--- src/include/pieb_defines.vh ---
`ifndef PIEB_DEFINES_VH
`define PIEB_DEFINES_VH

// ------------------------------------------------------------------
// Register offsets (byte addresses on the register port)
// ------------------------------------------------------------------
`define PIEB_ADDR_W          12
`define PIEB_OFF_ENABLE_3    12'h099
`define PIEB_OFF_ENABLE_4    12'h09A
`define PIEB_OFF_FLAG_3      12'h08F
`define PIEB_OFF_FLAG_4      12'h090
`define PIEB_OFF_INT_CTRL    12'h00B

// ------------------------------------------------------------------
// Field positions
// ------------------------------------------------------------------
`define PIEB_E3_SERIAL1_TX   2
`define PIEB_E3_LOGIC_CELL4  1
`define PIEB_E3_LOGIC_CELL3  0
`define PIEB_E4_ZERO_CROSS   5
`define PIEB_E4_CONV_THRESH  4
`define PIEB_E4_CONV_DONE    3
`define PIEB_E4_COMPARATOR1  2
`define PIEB_E4_SSP2_COLL    1
`define PIEB_E4_SSP2         0
`define PIEB_CTRL_GLOBAL     7
`define PIEB_CTRL_PERIPH     6

// ------------------------------------------------------------------
// Implemented bit masks and reset values
// ------------------------------------------------------------------
`define PIEB_MASK_3          8'h07
`define PIEB_MASK_4          8'h3F
`define PIEB_MASK_CTRL       8'hC0
`define PIEB_RESET_VAL       8'h00

`endif

--- src/hw/pieb_enable_reg.v ---
`timescale 1ns/100ps
`default_nettype none
`include "pieb_defines.vh"

// Enable register: only masked bits are stored, others read zero
module pieb_enable_reg #(
    parameter [7:0] MASK = 8'hFF
) (
    input  wire       mclk,    // System clock
    input  wire       rst,     // Async reset, active high
    input  wire       wr_en,   // Write strobe for this register
    input  wire [7:0] wdata,   // Write data
    output reg  [7:0] value    // Stored enable bits
);

    // ------------------------------------------------------------------
    // Storage
    // ------------------------------------------------------------------
    // Unimplemented positions never load, so they stay zero
    always @(posedge mclk or posedge rst)
    begin
        if (rst)
            value <= `PIEB_RESET_VAL;
        else if (wr_en)
            value <= wdata & MASK;
    end

endmodule // pieb_enable_reg
`default_nettype wire

--- src/hw/pieb_flag_reg.v ---
`timescale 1ns/100ps
`default_nettype none
`include "pieb_defines.vh"

// Sticky flag register: hardware set wins over software clear
module pieb_flag_reg #(
    parameter [7:0] MASK = 8'hFF
) (
    input  wire       mclk,    // System clock
    input  wire       rst,     // Async reset, active high
    input  wire [7:0] set,     // Event pulses from sources
    input  wire       wr_en,   // Software write strobe
    input  wire [7:0] wdata,   // Write data, zero bits clear
    output reg  [7:0] value    // Current flags
);

    // ------------------------------------------------------------------
    // Flag update
    // ------------------------------------------------------------------
    // Set is ORed after the write so an event in a clearing cycle survives
    always @(posedge mclk or posedge rst)
    begin
        if (rst)
            value <= `PIEB_RESET_VAL;
        else if (wr_en)
            value <= ((wdata & value) | set) & MASK;
        else
            value <= (value | set) & MASK;
    end

endmodule // pieb_flag_reg
`default_nettype wire

--- src/hw/pieb_bank.v ---
// Notes on behaviour
// Enable 3 bit 2 passes the serial port 1 transmit request when 1, blocks it when 0.
// Enable 3 bit 1 passes the logic cell 4 request when 1, blocks it when 0.
// Enable 3 bit 0 passes the logic cell 3 request when 1, blocks it when 0.
// Enable 4 sits at 0x009A with read-write bits 5..0 that clear on reset.
// Enable 4 bit 5 passes the zero-cross request when 1, blocks it when 0.
// Enable 4 bit 4 passes the converter threshold request when 1, blocks it when 0.
// Enable 4 bit 3 passes the conversion done request when 1, blocks it when 0.
// Enable 4 bit 2 passes the comparator 1 request when 1, blocks it when 0.
// Enable 4 bit 1 passes the serial port 2 collision request when 1, blocks it when 0.
// Enable 4 bit 0 passes the serial port 2 request when 1, blocks it when 0.
// No source here interrupts unless the shared peripheral enable is also set.
// Flags set on their event regardless of any enable; enables gate only the request.
// Enable 4 bits 7 and 6 ignore writes and read as zero.
`timescale 1ns/100ps
`default_nettype none
`include "pieb_defines.vh"

module pieb_bank (
    input  wire        mclk,           // System clock, 20 MHz
    input  wire        rst,            // Async reset, active high
    input  wire [11:0] addr,           // Register byte address
    input  wire [7:0]  wdata,          // Write data
    input  wire        wr,             // Write strobe
    input  wire        rd,             // Read strobe
    output reg  [7:0]  rdata,          // Read data, cycle after rd
    input  wire [2:0]  src_event_3,    // Events: serial1 tx, cell4, cell3
    input  wire [5:0]  src_event_4,    // Events: zcd, thresh, done, cmp1, coll, ssp2
    output wire [7:0]  gated_req,      // Requests after own enable; bit 2 merges done and cmp1
    output wire        periph_req,     // Combined peripheral request
    output wire        irq             // Request qualified by global enable
);

    // ------------------------------------------------------------------
    // Address decode
    // ------------------------------------------------------------------
    function hit;
        input [11:0] a;
        input [11:0] off;
        begin
            hit = (a == off);
        end
    endfunction

    wire wr_en3  = wr & hit(addr, `PIEB_OFF_ENABLE_3);
    wire wr_en4  = wr & hit(addr, `PIEB_OFF_ENABLE_4);
    wire wr_fl3  = wr & hit(addr, `PIEB_OFF_FLAG_3);
    wire wr_fl4  = wr & hit(addr, `PIEB_OFF_FLAG_4);
    wire wr_ctl  = wr & hit(addr, `PIEB_OFF_INT_CTRL);

    // ------------------------------------------------------------------
    // Registers
    // ------------------------------------------------------------------
    wire [7:0] periph_irq_enable_3;
    wire [7:0] periph_irq_enable_4;
    wire [7:0] flags_3;
    wire [7:0] flags_4;
    reg  [7:0] interrupt_control_reg;

    pieb_enable_reg #(.MASK(`PIEB_MASK_3)) u_en3 (
        .mclk  (mclk),
        .rst   (rst),
        .wr_en (wr_en3),
        .wdata (wdata),
        .value (periph_irq_enable_3)
    );

    // Only bits 5..0 stored; 7..6 read zero
    pieb_enable_reg #(.MASK(`PIEB_MASK_4)) u_en4 (
        .mclk  (mclk),
        .rst   (rst),
        .wr_en (wr_en4),
        .wdata (wdata),
        .value (periph_irq_enable_4)
    );

    // Flags latch events whatever the enables say
    pieb_flag_reg #(.MASK(`PIEB_MASK_3)) u_fl3 (
        .mclk  (mclk),
        .rst   (rst),
        .set   ({5'h00, src_event_3}),
        .wr_en (wr_fl3),
        .wdata (wdata),
        .value (flags_3)
    );

    pieb_flag_reg #(.MASK(`PIEB_MASK_4)) u_fl4 (
        .mclk  (mclk),
        .rst   (rst),
        .set   ({2'h0, src_event_4}),
        .wr_en (wr_fl4),
        .wdata (wdata),
        .value (flags_4)
    );

    // Interrupt control: global and shared peripheral enables
    always @(posedge mclk or posedge rst)
    begin
        if (rst)
            interrupt_control_reg <= `PIEB_RESET_VAL;
        else if (wr_ctl)
            interrupt_control_reg <= wdata & `PIEB_MASK_CTRL;
    end

    wire global_int_en            = interrupt_control_reg[`PIEB_CTRL_GLOBAL];
    wire peripheral_int_global_en = interrupt_control_reg[`PIEB_CTRL_PERIPH];

    // ------------------------------------------------------------------
    // Request gating
    // ------------------------------------------------------------------
    wire serial1_transmit_int_en       = periph_irq_enable_3[`PIEB_E3_SERIAL1_TX];
    wire logic_cell4_int_en            = periph_irq_enable_3[`PIEB_E3_LOGIC_CELL4];
    wire logic_cell3_int_en            = periph_irq_enable_3[`PIEB_E3_LOGIC_CELL3];
    wire zero_cross_int_en             = periph_irq_enable_4[`PIEB_E4_ZERO_CROSS];
    wire converter_threshold_int_en    = periph_irq_enable_4[`PIEB_E4_CONV_THRESH];
    wire conversion_done_int_en        = periph_irq_enable_4[`PIEB_E4_CONV_DONE];
    wire comparator1_int_en            = periph_irq_enable_4[`PIEB_E4_COMPARATOR1];
    wire sync_serial2_collision_int_en = periph_irq_enable_4[`PIEB_E4_SSP2_COLL];
    wire sync_serial2_int_en           = periph_irq_enable_4[`PIEB_E4_SSP2];

    // Gating is combinational so a cleared enable blocks at once
    assign gated_req[7] = flags_3[`PIEB_E3_SERIAL1_TX] & serial1_transmit_int_en;
    assign gated_req[6] = flags_3[`PIEB_E3_LOGIC_CELL4] & logic_cell4_int_en;
    assign gated_req[5] = flags_3[`PIEB_E3_LOGIC_CELL3] & logic_cell3_int_en;
    assign gated_req[4] = flags_4[`PIEB_E4_ZERO_CROSS] & zero_cross_int_en;
    assign gated_req[3] = flags_4[`PIEB_E4_CONV_THRESH] & converter_threshold_int_en;
    assign gated_req[2] = (flags_4[`PIEB_E4_CONV_DONE] & conversion_done_int_en)
                        | (flags_4[`PIEB_E4_COMPARATOR1] & comparator1_int_en);
    assign gated_req[1] = flags_4[`PIEB_E4_SSP2_COLL] & sync_serial2_collision_int_en;
    assign gated_req[0] = flags_4[`PIEB_E4_SSP2] & sync_serial2_int_en;

    // Shared peripheral enable qualifies every source here
    assign periph_req = (|gated_req) & peripheral_int_global_en;
    assign irq        = periph_req & global_int_en;

    // ------------------------------------------------------------------
    // Read port
    // ------------------------------------------------------------------
    // Unmapped addresses read zero; data only valid the cycle after rd
    always @(posedge mclk or posedge rst)
    begin
        if (rst)
            rdata <= `PIEB_RESET_VAL;
        else if (rd)
        begin
            if (hit(addr, `PIEB_OFF_ENABLE_3))
                rdata <= periph_irq_enable_3;
            else if (hit(addr, `PIEB_OFF_ENABLE_4))
                rdata <= periph_irq_enable_4;
            else if (hit(addr, `PIEB_OFF_FLAG_3))
                rdata <= flags_3;
            else if (hit(addr, `PIEB_OFF_FLAG_4))
                rdata <= flags_4;
            else if (hit(addr, `PIEB_OFF_INT_CTRL))
                rdata <= interrupt_control_reg;
            else
                rdata <= `PIEB_RESET_VAL;
        end
        else
            rdata <= `PIEB_RESET_VAL;
    end

endmodule // pieb_bank
`default_nettype wire

--- config.mk ---
export PLATFORM = sky130hd
export DESIGN_NAME = pieb_bank
export DESIGN_NICKNAME = d
export VERILOG_FILES = /design/src/hw/pieb_enable_reg.v /design/src/hw/pieb_flag_reg.v /design/src/hw/pieb_bank.v
export VERILOG_INCLUDE_DIRS = /design/src /design/src/include
export SDC_FILE = /design/constraint.sdc
export NUM_CORES = 1
export LEC_CHECK = 0
export ABC_AREA = 1
export BUFFER_PORTS_ARGS = -buffer_cell sky130_fd_sc_hd__clkbuf_2
export CAP_MARGIN = 20
export CORE_ASPECT_RATIO = 0.5
export CORE_UTILIZATION = 49
export CTS_BUF_LIST = sky130_fd_sc_hd__clkbuf_16
export DETAILED_ROUTE_END_ITERATION = 10
export GPL_TIMING_DRIVEN = 0
export PLACE_DENSITY = 0.78
export SYNTH_ARGS = -nofsm -noshare
export SYNTH_HDL_FRONTEND = slang
export SYNTH_SLANG_ARGS = --single-unit
--- constraint.sdc ---
create_clock -name mclk -period 1.1 [get_ports mclk]
set_input_delay 0.22 -clock mclk [delete_from_list [all_inputs] [get_ports mclk]]
set_output_delay 0.22 -clock mclk [all_outputs]
set_load 0.01 [all_outputs]
After elaboration in Yosys (flattened, before gate mapping):

Index checks and enable logic that the tools add are counted.

* register bits: 28
* latch bits: 0
* logic and storage cells: 43
* input port bits: 33
* bits in read-only memories: 0
* memories: 0
* bits in writable memories: 0
* output and inout bits: 18

* magnitude comparators: 0
* multiply operators: 0
* eq/ne operators: 5
* shifts and indexed selects: 0
* div/mod/pow operators: 0
* reduce and logical (&&, ||, !) cells: 1
* $add $sub $neg: 0
* muxes and demuxes: 8
* bitwise operators: 23

Operators with widths (count)
* equality test 12 x 8 -> 1 bit, second input constant: 4
* 2-to-1 mux 8 bit: 6
* bitwise AND 1 bit: 16
* equality test 12 x 4 -> 1 bit, second input constant: 1
* OR 6 bit: 2
* OR reduction 8 bit: 1
* bitwise AND 6 bit: 1
* 2-to-1 mux 6 bit: 1
* OR 3 bit: 2
* bitwise AND 3 bit: 1
* 2-to-1 mux 3 bit: 1
* OR 1 bit: 1

Depth between registers and ports, before layout:

* depth after elaboration: 7
* gate-level depth with buffers: 9
* gate-level depth less buffers: 8

Modules after synthesis:

From an unflattened synthesis, not the netlist that was laid out.

* cells, all modules: 272
* area total of the unflattened synthesis: 1833.0 um^2

Modules (own cells, without submodules)
* pieb_bank: cells each 158, area each 969.7 um^2, sequential area each 250.2 um^2, instances 1
* pieb_flag_reg at u_fl4: cells each 40, area each 285.3 um^2, sequential area each 150.1 um^2, instances 1
* pieb_enable_reg at u_en4: cells each 29, area each 244.0 um^2, sequential area each 150.1 um^2, instances 1
* pieb_flag_reg at u_fl3: cells each 25, area each 176.4 um^2, sequential area each 75.1 um^2, instances 1
* pieb_enable_reg at u_en3: cells each 20, area each 157.7 um^2, sequential area each 75.1 um^2, instances 1

Worst setup path after synthesis:

OpenSTA, ideal clock, no wires.

* path type: flip-flop to output port
* start point: register u_fl4.value[3]
* end point: output irq
* path buffers: 0
* path slack: -0.112 ns
* arrival: 0.992 ns
* data required time: 0.880 ns
* cell stages (with the launch flop): 7
* path through: dfrtp_1 > inv_1 > o22ai_1 > inv_1 > nand3_1 > nand2_1 > nor2_1

* cells in the longest elaborated chain, start to end: 5

RTL lines
* start, declared: RTL line pieb_flag_reg.v:14 `output reg [7:0] value`
* start signal, assigned: RTL line pieb_flag_reg.v:24 `` value <= `PIEB_RESET_VAL; ``
* start signal, assigned: RTL line pieb_flag_reg.v:26 `value <= ((wdata & value) | set) & MASK;`
* start signal, assigned: RTL line pieb_flag_reg.v:28 `value <= (value | set) & MASK;`
* bitwise AND 1 bit: RTL line pieb_bank.v:127 `` assign gated_req[2] = (flags_4[`PIEB_E4_CONV_DONE] & conversion_done_int_en) ``
* OR 1 bit: RTL line pieb_bank.v:127
* named net gated_req[2]: RTL line pieb_bank.v:29 `output wire [7:0] gated_req,`
* OR reduction 8 bit: RTL line pieb_bank.v:133 `assign periph_req = (|gated_req) & peripheral_int_global_en;`
* bitwise AND 1 bit: RTL line pieb_bank.v:133
* bitwise AND 1 bit: RTL line pieb_bank.v:134 `assign irq = periph_req & global_int_en;`
* end, declared: RTL line pieb_bank.v:31 `output wire irq`

The timed path passes the listed nets, and every way through them passes these cells.

Final worst setup path:

* start point: register u_fl3.value[1]
* end point: output irq

* cells in the longest elaborated chain, start to end: 4

RTL lines
* start, declared: RTL line pieb_flag_reg.v:14
* start signal, assigned: RTL line pieb_flag_reg.v:24
* start signal, assigned: RTL line pieb_flag_reg.v:26
* start signal, assigned: RTL line pieb_flag_reg.v:28
* bitwise AND 1 bit: RTL line pieb_bank.v:123 `` assign gated_req[6] = flags_3[`PIEB_E3_LOGIC_CELL4] & logic_cell4_int_en; ``
* OR reduction 8 bit: RTL line pieb_bank.v:133
* bitwise AND 1 bit: RTL line pieb_bank.v:133
* bitwise AND 1 bit: RTL line pieb_bank.v:134

Every way passes these cells.

==> impl_metrics.toml <==
[drt]
vias_per_cell = 5.74
drtIter0Drc = 109
vias = 1774
drc = 0
first_pass_iters = 5
ant_nets = 0
wl_per_cell_um = 18.3
drt_wl_total_um = 5640

[yosys]
synth-xor-area-share = 0
yosys_warnings = 0
synth-main-ff-cell = "dfrtp_1"
yosysTopAreaCell = "dfrtp_1"
yosys-top-cells-count = "inv_1, nand2_1, dfrtp_1"
yosysMostFrequentCell = "inv_1"
synth_compound_area_frac = 0.113
synthAdderAreaFrac = 0
yosysSeqAreaShare = 0.467
synth_seq_cells = 28
synth_top_cell_area_share = 0.467
synthArstFlopShare = 1.00
synth_cells = 190
syn_area_per_cell_sq_um = 7.89
synth_top_family_by_area = "simple AND/OR/NAND/NOR gates"
synth.area.mux_share = 0
mappedNetlistArea_sq_um = 1500
yosysUniqueCellTypes = 24
synthesis.nets = 223
synth_enable_flop_cells = 0
synth_area_leaders = "dfrtp_1, inv_1, nand2_1"
yosys.area_share.simple = 0.304

[die]
ios = 51
die_h_um = 41.1
row_count = 13
fp.dieArea_sq_um = 3300
start_util = 0.545
core_sq_um = 2750
die_w_um = 80.2

[sta]
final-hold-violation-count = 12
min_period_over_period = 1.54
skew_ns = 0.00464
relSlewSlack = 0.629
setup_viol_count_final = 21
hold_slack_ns = -0.0327
worst_slack_ns = -0.595
max_freq_mhz = 590
drv_slew = 0
rsz0062_at_grt = "true"
fin_crit_ns = 1.69
tightestPinTransition_ns = 0.555

[grt]
antenna_found_initial = 0
grt_overflow = 0
grt_pass1_vias = 1373
grt_max_degree = 29
grt_pass1_wl_um = 6150
track_usage = 0.268

[min_path]
hold_path_class = "in2async"

[placement]
dp_hpwl_um = 2740
dp_cells = 277
gp_congestion = 0.863
io_buffers = 50

[power]
total_power_mw = 2.35
powerDensity_nw_per_um2 = 1020
ir_drop_uv = 1420
p_leak_nw = 1.24

[layout]
area_growth_pct = 53.3
reg_top3 = "rdata x8, u_en4.value x6, u_fl4.value x6"
fin_cells = 309
drive_gt1_frac = 0.485
top_register = "rdata"
largest_reg_flops = 8
nNetsFinal = 306
antenna_cells = 0

[worst_setup_path]
cp-start-kind = "register"
setup.worst_path.end_class = "output pin"
rrSetupSlack_ns = 0.08
critPathRequiredTime_ns = 0.88
cp_max_fo = 2
cp.arrival_ns = 1.47
worstSetupPathType = "reg2out"

[cts]
cts_tree = "built"
cts_sinks = 28
clk_latency_ns = 0.27
cts_buffers = 3
htree_levels = 1
cts.path.max_buffers = 2
cts_root_buf = "clkbuf_16"
clk_pin_slew_worst_paths_ns = 0.07

[status]
violations = "negative hold slack, negative setup slack"
status = "finished, violations left"

[run]
drv_cap = 0
==> power by group <==
part	total [mW]	internal, mW	switching, mW
logic	0.214	0.0808	0.133
clock network	1.11	0.727	0.380
registers	1.03	1.03	0.00145
==> worst paths after layout <==
check	from	depth (start not counted)	end
setup reg to reg	u_fl3.value[2]$_DFF_PP0_	5	rdata[2]$_DFF_PP0_
setup / recovery	u_fl3.value[1]$_DFF_PP0_	7	irq
min in group mclk	src_event_4[0]	3	u_fl4.value[0]$_DFF_PP0_
hold / removal	rst	2	u_en4.value[3]$_DFFE_PP0P_
hold reg to reg	u_fl4.value[2]$_DFF_PP0_	2	u_fl4.value[2]$_DFF_PP0_
max in group asynchronous	rst	3	rdata[2]$_DFF_PP0_
==> logic make-up (layout without fill, tap and decap cells) <==
kind of cell	Yosys count	after routing
simple gates	93	93
buf+inv	42	124
compound gates	27	27
flops	28	28
==> repair_timing <==
action                                  in CTS  in global routing
hold buffers                                 0                  0
cloned                                       0                  3
gates resized for setup                      7                 41
endpoints found under the setup margin      11                 26
buffers inserted                            15                  9
pin swaps                                    8                 16
==> critical path, cell delays in order (launching register included) <==
cell and delay, ns:
dfrtp_1 0.39, nand2_1 0.12, nand2_1 0.08, nor3_2 0.18, nand3_1 0.15, nand2_2 0.12
nor2_2 0.04, clkbuf_2 0.12
==> cell usage in the layout (no fill, tap or decap), types with 4 or more instances in the layout <==
cell type | Yosys | routed
nor2_2 | 2 | 7
nand4_1 | 5 | 5
o21ai_0 | 12 | 8
clkbuf_2 | 0 | 43
buf_6 | 2 | 6
nand2_2 | 2 | 8
clkbuf_16 | 0 | 5
o21ai_1 | 2 | 6
nand2_1 | 37 | 31
nand3_1 | 15 | 12
buf_4 | 0 | 26
dfrtp_1 | 28 | 28
o21ai_2 | 5 | 5
inv_2 | 1 | 11
nor2_4 | 4 | 4
nor3_2 | 1 | 4
inv_1 | 38 | 28
nor2_1 | 18 | 13
==> metrics by stage <==
stage | setup TNS (ns) | util | setup WS [ns] | cell area, sq um
2_1_floorplan | -0.0453 | - | -0.0291 | 1520
3_3_place_gp | -6.96 | 0.662 | -0.237 | 1820
3_5_place_dp | -8.19 | 0.662 | -0.280 | 1820
4_1_cts | -1.31 | 0.743 | -0.475 | 2040
5_1_grt | -3.11 | 0.836 | -0.623 | 2300
6_report | -2.32 | 0.836 | -0.595 | 2300
==> layer usage <==
| metal | GRT usage | part of all wire | vias to the layer above |
|---|---|---|---|
| li1 | - | - | 760 |
| met1 | 0.318 | 0.37 | 796 |
| met2 | 0.491 | 0.45 | 164 |
| met3 | 0.0600 | 0.11 | 54 |
| met4 | 0.129 | 0.074 | 0 |
| met5 | 0 | 0 | - |
==> layout make-up <==
class	count	area, sq um
tap	37	46.3
inverter	39	146
timing repair buffer	78	537
sequential	28	701
buffer	3	41.3
clock inverter	1	30.0
clock buffer	3	75.1
fill	151	450
multi-input combinational	120	722
No activity file was read; power rests on OpenSTA's default activity.
